**config.mk**
```make
export PLATFORM = sky130hd
export DESIGN_NAME = psgl_shadow_load
export DESIGN_NICKNAME = d
export VERILOG_FILES = /design/src/design/psgl_pkg.sv /design/src/design/psgl_shadow_load.sv
export SDC_FILE = /design/constraint.sdc
export NUM_CORES = 1
export LEC_CHECK = 0
export BUFFER_PORTS_ARGS = -buffer_cell sky130_fd_sc_hd__clkbuf_2
export CAP_MARGIN = 20
export CORE_MARGIN = 2
export CORE_UTILIZATION = 60
export CTS_CLUSTER_DIAMETER = 40
export DETAILED_ROUTE_END_ITERATION = 7
export PLACE_DENSITY = 0.94
export SETUP_SLACK_MARGIN = 0.2
export SLEW_MARGIN = 25
export SYNTH_ARGS = -nofsm -noshare
export SYNTH_HDL_FRONTEND = slang
export SYNTH_SLANG_ARGS = --single-unit
```
**constraint.sdc**
```tcl
create_clock -name mclk -period 5.4 [get_ports mclk]
set_input_delay 1.08 -clock mclk [delete_from_list [all_inputs] [get_ports mclk]]
set_output_delay 1.08 -clock mclk [all_outputs]
set_load 0.01 [all_outputs]
```
**src/design/psgl_pkg.sv**
```systemverilog
// Constants and carrier types for the shadow and global load block
package psgl_pkg;
  localparam int VAL_W = 16;
  localparam int HR_W = 8;
  localparam int SH_W = VAL_W + HR_W;
  localparam int NCMP = 4;
  localparam int ADDR_W = 8;

  localparam logic [7:0] OFF_TB_CTRL = 8'h00;
  localparam logic [7:0] OFF_PHASE = 8'h04;
  localparam logic [7:0] OFF_PERIOD = 8'h08;
  localparam logic [7:0] OFF_CMP_BASE = 8'h0C;
  localparam logic [7:0] OFF_GLD_SELECT = 8'h1C;
  localparam logic [7:0] OFF_GLD_CONTROL = 8'h20;
  localparam logic [7:0] OFF_ONE_SHOT = 8'h24;
  localparam logic [7:0] OFF_LINK_SELECT = 8'h28;
  localparam logic [7:0] OFF_COUNTER = 8'h2C;
  localparam logic [7:0] OFF_PERIOD_ACT = 8'h30;
  localparam logic [7:0] OFF_CMP_ACT_BASE = 8'h34;

  localparam int TB_PHASE_EN = 0;
  localparam int TB_PRD_SYNC = 1;
  localparam int TB_CMP_MODE_LSB = 2;
  localparam int GC_ENABLE = 0;
  localparam int GC_MODE_LSB = 1;
  localparam int GC_ONE_SHOT_MODE = 4;
  localparam int OS_LATCH = 0;
  localparam int SEL_PERIOD = 0;
  localparam int SEL_CMP_LSB = 1;
  localparam int SEL_ONE_SHOT = 5;

  localparam logic [VAL_W-1:0] RST_PERIOD = 16'hFFFF;
  localparam logic [VAL_W-1:0] RST_COUNTER = 16'h0000;

  // Global load event choices
  localparam logic [2:0] GM_ZERO = 3'h0;
  localparam logic [2:0] GM_PERIOD = 3'h1;
  localparam logic [2:0] GM_ZERO_PERIOD = 3'h2;
  localparam logic [2:0] GM_SYNC = 3'h3;
  localparam logic [2:0] GM_SYNC_ZERO = 3'h4;
  localparam logic [2:0] GM_SYNC_PERIOD = 3'h5;

  // Link targets
  localparam logic [2:0] LT_PERIOD = 3'h0;
  localparam logic [2:0] LT_CMP_A = 3'h1;
  localparam logic [2:0] LT_ONE_SHOT = 3'h5;

  typedef logic [NCMP-1:0][SH_W-1:0] psgl_cmp_t;

  typedef struct packed {
    logic valid;
    logic [2:0] target;
    logic [SH_W-1:0] data;
  } psgl_link_s;

  typedef struct packed {
    logic [VAL_W-1:0] ctr;
    logic [SH_W-1:0] prdSh;
    logic [SH_W-1:0] prdAct;
    psgl_cmp_t cmpSh;
    psgl_cmp_t cmpAct;
    logic [VAL_W-1:0] phase;
    logic phsEn;
    logic prdSync;
    logic [NCMP-1:0] cmpMode;
    logic [NCMP:0] gldSel;
    logic gldEn;
    logic [2:0] global_load_event_select;
    logic one_shot_mode_enable;
    logic oshtLatch;
    logic [NCMP+1:0] linkSel;
    logic [31:0] rdData;
  } psgl_state_s;
endpackage

```
**src/design/psgl_shadow_load.sv**
```systemverilog
// Time base with shadow, local, linked and global one-shot loading of period and compares
//
// The placing of the registers and the strobed register port were decided locally.
`timescale 1ns/1ps
module psgl_shadow_load (
  input wire logic mclk,
  input wire logic reset_n,
  input wire logic [psgl_pkg::ADDR_W-1:0] regAddr,
  input wire logic [31:0] regWrData,
  input wire logic regWrite,
  input wire logic regRead,
  output logic [31:0] regRdData,
  input wire logic syncInputPulse,
  input wire psgl_pkg::psgl_link_s linkIn,
  output psgl_pkg::psgl_link_s linkOut,
  output logic [psgl_pkg::VAL_W-1:0] timeBaseCounter,
  output logic cntZero,
  output logic cntPeriod,
  output logic [psgl_pkg::SH_W-1:0] activePeriod,
  output psgl_pkg::psgl_cmp_t activeCompare,
  output logic oneShotLatch
);
  psgl_pkg::psgl_state_s s_r;
  psgl_pkg::psgl_state_s s_nxt;
  logic globalEvt;
  logic gldFire;
  logic [psgl_pkg::NCMP:0] localLoad;
  logic [psgl_pkg::NCMP:0] doLoad;
  logic linkHit;
  logic swLatchSet;
  logic linkLatchSet;

  assign timeBaseCounter = s_r.ctr;
  assign activePeriod = s_r.prdAct;
  assign activeCompare = s_r.cmpAct;
  assign oneShotLatch = s_r.oshtLatch;
  assign regRdData = s_r.rdData;
  assign cntZero = (s_r.ctr == psgl_pkg::RST_COUNTER);
  assign cntPeriod = (s_r.ctr == s_r.prdAct[psgl_pkg::VAL_W-1:0]);

  // Linked writes go out in the same cycle as the local write
  always_comb begin
    linkOut = '0;
    if (regWrite) begin
      if (regAddr == psgl_pkg::OFF_PERIOD) begin
        linkOut.valid = 1'b1;
        linkOut.target = psgl_pkg::LT_PERIOD;
      end else if (regAddr >= psgl_pkg::OFF_CMP_BASE && regAddr < psgl_pkg::OFF_GLD_SELECT) begin
        linkOut.valid = 1'b1;
        linkOut.target = 3'((regAddr - psgl_pkg::OFF_CMP_BASE) >> 2) + psgl_pkg::LT_CMP_A;
      end else if (regAddr == psgl_pkg::OFF_ONE_SHOT) begin
        linkOut.valid = 1'b1;
        linkOut.target = psgl_pkg::LT_ONE_SHOT;
      end
      linkOut.data = regWrData[psgl_pkg::SH_W-1:0];
    end
  end

  // Global event selection
  always_comb begin
    unique case (s_r.global_load_event_select)
      psgl_pkg::GM_ZERO: globalEvt = cntZero;
      psgl_pkg::GM_PERIOD: globalEvt = cntPeriod;
      psgl_pkg::GM_ZERO_PERIOD: globalEvt = cntZero | cntPeriod;
      psgl_pkg::GM_SYNC: globalEvt = syncInputPulse;
      psgl_pkg::GM_SYNC_ZERO: globalEvt = syncInputPulse | cntZero;
      psgl_pkg::GM_SYNC_PERIOD: globalEvt = syncInputPulse | cntPeriod;
      default: globalEvt = 1'b0;
    endcase
  end

  assign gldFire = s_r.gldEn & globalEvt & (~s_r.one_shot_mode_enable | s_r.oshtLatch);
  assign linkHit = linkIn.valid & s_r.linkSel[linkIn.target];
  assign swLatchSet = regWrite & (regAddr == psgl_pkg::OFF_ONE_SHOT) & regWrData[psgl_pkg::OS_LATCH];
  assign linkLatchSet = linkHit & (linkIn.target == psgl_pkg::LT_ONE_SHOT) & linkIn.data[psgl_pkg::OS_LATCH];

  always_comb begin
    // sync adds a load for period and compares
    localLoad[0] = cntZero | (s_r.prdSync & syncInputPulse);
    for (int i = 0; i < psgl_pkg::NCMP; i++) begin
      localLoad[i+1] = (s_r.cmpMode[i] ? cntPeriod : cntZero) | (s_r.prdSync & syncInputPulse);
    end
    // only selected registers follow the global event
    // selected registers share the global event
    for (int i = 0; i <= psgl_pkg::NCMP; i++) begin
      doLoad[i] = (s_r.gldEn & s_r.gldSel[i]) ? gldFire : localLoad[i];
    end
  end

  always_comb begin
    s_nxt = s_r;
    s_nxt.rdData = '0;
    if (syncInputPulse && s_r.phsEn) begin
      s_nxt.ctr = s_r.phase;
    end else if (cntPeriod) begin
      s_nxt.ctr = psgl_pkg::RST_COUNTER;
    end else begin
      // above the period the counter runs on and wraps
      s_nxt.ctr = s_r.ctr + 16'h0001;
    end
    // transfer shadow to active only on a load event
    if (doLoad[0]) begin
      s_nxt.prdAct = s_r.prdSh;
    end
    for (int i = 0; i < psgl_pkg::NCMP; i++) begin
      if (doLoad[i+1]) begin
        s_nxt.cmpAct[i] = s_r.cmpSh[i];
      end
    end
    if (linkHit) begin
      if (linkIn.target == psgl_pkg::LT_PERIOD) begin
        s_nxt.prdSh = linkIn.data;
      end else if (linkIn.target >= psgl_pkg::LT_CMP_A && linkIn.target < psgl_pkg::LT_ONE_SHOT) begin
        s_nxt.cmpSh[2'(linkIn.target - psgl_pkg::LT_CMP_A)] = linkIn.data;
      end
    end
    // latch clears after its one transfer
    // later events find the latch clear
    if (gldFire && s_r.one_shot_mode_enable) begin
      s_nxt.oshtLatch = 1'b0;
    end
    // Set beats the self-clear so a late software set is never lost
    if (swLatchSet || linkLatchSet) begin
      s_nxt.oshtLatch = 1'b1;
    end
    if (regWrite) begin
      unique case (regAddr)
        psgl_pkg::OFF_TB_CTRL: begin
          s_nxt.phsEn = regWrData[psgl_pkg::TB_PHASE_EN];
          s_nxt.prdSync = regWrData[psgl_pkg::TB_PRD_SYNC];
          s_nxt.cmpMode = regWrData[psgl_pkg::TB_CMP_MODE_LSB +: psgl_pkg::NCMP];
        end
        psgl_pkg::OFF_PHASE: s_nxt.phase = regWrData[psgl_pkg::VAL_W-1:0];
        psgl_pkg::OFF_PERIOD: s_nxt.prdSh = regWrData[psgl_pkg::SH_W-1:0];
        psgl_pkg::OFF_GLD_SELECT: s_nxt.gldSel = regWrData[psgl_pkg::NCMP:0];
        psgl_pkg::OFF_GLD_CONTROL: begin
          s_nxt.gldEn = regWrData[psgl_pkg::GC_ENABLE];
          s_nxt.global_load_event_select = regWrData[psgl_pkg::GC_MODE_LSB +: 3];
          s_nxt.one_shot_mode_enable = regWrData[psgl_pkg::GC_ONE_SHOT_MODE];
        end
        psgl_pkg::OFF_LINK_SELECT: s_nxt.linkSel = regWrData[psgl_pkg::NCMP+1:0];
        default: begin
          if (regAddr >= psgl_pkg::OFF_CMP_BASE && regAddr < psgl_pkg::OFF_GLD_SELECT) begin
            s_nxt.cmpSh[2'((regAddr - psgl_pkg::OFF_CMP_BASE) >> 2)] = regWrData[psgl_pkg::SH_W-1:0];
          end
        end
      endcase
    end
    if (regRead) begin
      unique case (regAddr)
        psgl_pkg::OFF_TB_CTRL: begin
          s_nxt.rdData[psgl_pkg::TB_PHASE_EN] = s_r.phsEn;
          s_nxt.rdData[psgl_pkg::TB_PRD_SYNC] = s_r.prdSync;
          s_nxt.rdData[psgl_pkg::TB_CMP_MODE_LSB +: psgl_pkg::NCMP] = s_r.cmpMode;
        end
        psgl_pkg::OFF_PHASE: s_nxt.rdData[psgl_pkg::VAL_W-1:0] = s_r.phase;
        psgl_pkg::OFF_PERIOD: s_nxt.rdData[psgl_pkg::SH_W-1:0] = s_r.prdSh;
        psgl_pkg::OFF_GLD_SELECT: s_nxt.rdData[psgl_pkg::NCMP:0] = s_r.gldSel;
        psgl_pkg::OFF_GLD_CONTROL: begin
          s_nxt.rdData[psgl_pkg::GC_ENABLE] = s_r.gldEn;
          s_nxt.rdData[psgl_pkg::GC_MODE_LSB +: 3] = s_r.global_load_event_select;
          s_nxt.rdData[psgl_pkg::GC_ONE_SHOT_MODE] = s_r.one_shot_mode_enable;
        end
        psgl_pkg::OFF_ONE_SHOT: s_nxt.rdData[psgl_pkg::OS_LATCH] = s_r.oshtLatch;
        psgl_pkg::OFF_LINK_SELECT: s_nxt.rdData[psgl_pkg::NCMP+1:0] = s_r.linkSel;
        psgl_pkg::OFF_COUNTER: s_nxt.rdData[psgl_pkg::VAL_W-1:0] = s_r.ctr;
        psgl_pkg::OFF_PERIOD_ACT: s_nxt.rdData[psgl_pkg::SH_W-1:0] = s_r.prdAct;
        default: begin
          if (regAddr >= psgl_pkg::OFF_CMP_BASE && regAddr < psgl_pkg::OFF_GLD_SELECT) begin
            s_nxt.rdData[psgl_pkg::SH_W-1:0] = s_r.cmpSh[2'((regAddr - psgl_pkg::OFF_CMP_BASE) >> 2)];
          end else if (regAddr >= psgl_pkg::OFF_CMP_ACT_BASE && regAddr < 8'h44) begin
            s_nxt.rdData[psgl_pkg::SH_W-1:0] = s_r.cmpAct[2'((regAddr - psgl_pkg::OFF_CMP_ACT_BASE) >> 2)];
          end
        end
      endcase
    end
  end

  always_ff @(posedge mclk) begin
    if (!reset_n) begin
      s_r <= '0;
      s_r.prdSh <= {{psgl_pkg::HR_W{1'b0}}, psgl_pkg::RST_PERIOD};
      s_r.prdAct <= {{psgl_pkg::HR_W{1'b0}}, psgl_pkg::RST_PERIOD};
    end else begin
      s_r <= s_nxt;
    end
  end
endmodule

```
==> results.cfg <==
[run_status]
status = finished clean

[synth]
synth_edf_count = 0
async_flop_share_pct = 0
synth.avg_cell_area_um2 = 8.80
synth-main-ff-cell = dfxtp_1
syn_area_um2 = 17800
seq_area_frac_synth_pct = 35.9
ys_warn_count = 0
ys_types = 72
post_synth_inst_count = 2022
ys_ff_latch = 319

[grt]
grt_pass1_wl_um = 87700
grt_pass1_vias = 15500
grtUsageTotal_pct = 36.3
met2_usage_pct = 54.9
grtUsageMet3_pct = 11.6
antenna_found_initial = 6
grt_max_degree = 226
grtUsageMet1_pct = 46.0
grt_overflow_total = 0
busiest_layer = met2

[cts]
path_clk_slew_ps = 60
cts_tree = built
cts_max_path_buffers = 3
cts_max_level = 2
cts_buffers = 36
post_cts_buffers = 0
clockRootBuffer = clkbuf_16
clk_latency_ps = 530
hold_buffers = 0
ctsResizeCount = 0
cts_sinks = 319

[die]
fp.dieH_um = 176
initial_utilization_pct = 60.5
die-area_um2 = 31100
die_x_um = 176
core-area_um2 = 29400
rows = 63
boundaryPins = 272

[sta]
fin_crit_ps = 4290
maxSlewViolCount = 0
tightest_slew_ps = 1140
fmax_ghz = 0.233
rsz0062_at_grt = false
layout_setup_ws_ps = 1110
period_share_pct = 79.5
finalHoldViolations = 0
skew_ps = 27.1
final.setup.tns_ps = 0
slew_headroom_pct = 24.1
finalSetupViolCount = 0
holdWs_ps = 474

[critical_path]
critPathRequiredTime_ps = 4320
crit_fanout = 17
rrSetupSlack_ps = 2250
timing.rr.end = activeCompare[89]
start_kind = input port
worst_setup_path_endpoint = linkOut[26]
crit_type = in -> out
cp.arrival_ps = 3210
cp-end-kind = primary output
rr_startpoint = timeBaseCounter[1]
cp-startpoint = regAddr[2]
r2r_cells = 9

[placement]
portBuffers = 255
dp_hpwl_um = 38100
numPlacedInstances = 2366
dpl_cell_area_um2 = 17900
gp_congestion = 0.977
pre_cts_ws_ps = 1190

[final_layout]
layout_common_cells = 448 x nand2_1, 319 x dfxtp_1, 254 x clkbuf_2, 225 x mux2i_1, 104 x o211a_1
drive_above_1_share_pct = 19.5
stdcell_area_um2 = 19200
fin_cells = 2436
layout.nets = 2096
nFillCells = 2176
final_common_cell = nand2_1
fin_util_pct = 65.2
area_delta_synth_final_pct = 7.63

[drt]
detail-route-antenna-nets = 0
viasPerCell = 6.63
drt-wirelength-per-cell_um = 24.1
vias = 16200
drtPass1Iterations = 7
routed_wl_um = 58600
initialDrtViolationCount = 2769
drc = 0

[flow_run]
maxCapViolations = 0

[power_and_ir_drop]
p_per_area_nw_per_um2 = 295
p_leak_nw = 9.64
worst_ir_drop_vdd_mv = 0.224
totalPowerFinal_mw = 5.64

[hold_path]
hp-class = reg -> reg
-- synthesized netlist by cell type, types with 23 or more instances --
cell | n | share of area (%)
nand2_1 | 448 | 9.4
dfxtp_1 | 319 | 36
mux2i_1 | 225 | 13
buf_4 | 168 | 7.1
clkbuf_1 | 122 | 2.6
o211a_1 | 104 | 5.8
o21ai_0 | 56 | 1.6
a21oi_1 | 47 | 1.3
nor2_1 | 39 | 0.82
inv_1 | 35 | 0.74
nor2b_1 | 34 | 1.2
and2_1 | 32 | 1.1
mux4_2 | 32 | 4.0
a22oi_1 | 29 | 1.2
buf_2 | 29 | 0.82
nand3_1 | 29 | 0.82
a22o_1 | 27 | 1.3
and3_1 | 23 | 0.81
-- sequential cells by signal, indices dropped and copies added (netlist names) --
signal and count:
timeBaseCounter 16, oneShotLatch 1, activePeriod 24, activeCompare 96
regRdData 24, s_r 158
-- power by group --
part           internal, mW  switching, mW
Combinational         0.197          0.375
Sequential             2.38         0.0364
Clock                  1.61           1.05
Total                  4.18           1.46
-- layout make-up --
type | instances | area, µm² | share of cell area [%]
clock buffers | 46 | 1030 | 5.37
inverters | 35 | 131 | 0.686
multi-input cells | 1340 | 9340 | 48.8
clock inverters | 19 | 259 | 1.35
flip-flops and latches | 319 | 6390 | 33.3
repair buffers | 282 | 1510 | 7.88
well taps | 390 | 488 | 2.55
diodes | 5 | 12.5 | 0.0653
-- worst min path at each step --
stage	start	to	slack, ps	depth (start not counted)
6_report	activeCompare[10]	activeCompare[10]	470	2
2_1_floorplan	activeCompare[38]	activeCompare[38]	440	2
3_3_place_gp	activeCompare[11]	activeCompare[11]	450	2
4_1_cts	s_r[208]	activeCompare[41]	480	2
3_5_place_dp	activeCompare[83]	activeCompare[83]	460	2
5_1_grt	s_r[307]	activePeriod[20]	490	2
-- per-layer routing --
metal	vias to the layer above	wire (µm)	part of all wire [%]
met5	-	13	0.022
met4	2	3220	5.5
met3	279	8670	15
met2	1362	25500	43
met1	7616	21300	36
li1	6899	-	-
-- worst max-delay path: stages --
cell	delay, ps
clkbuf_2	140
inv_1	510
ha_1	420
and2_1	190
and2_1	420
nand2b_1	190
a21oi_1	110
clkbuf_2	150
-- cell families (layout without fill, tap and decap cells) --
family | after synthesis | count (layout) | synth area share, %
adders and majority gates | 9 | 9 | 0.633
other | 1 | 13 | 0.0211
xor gates and xnor gates | 31 | 31 | 1.53
and+or+nand+nor | 663 | 663 | 16.7
AOI/OAI and AO/OA | 371 | 371 | 16.7
muxes | 258 | 258 | 16.8
buffers and inverters | 370 | 382 | 11.9
DFF | 319 | 319 | 35.9
Power figures use the tool's default switching activity.
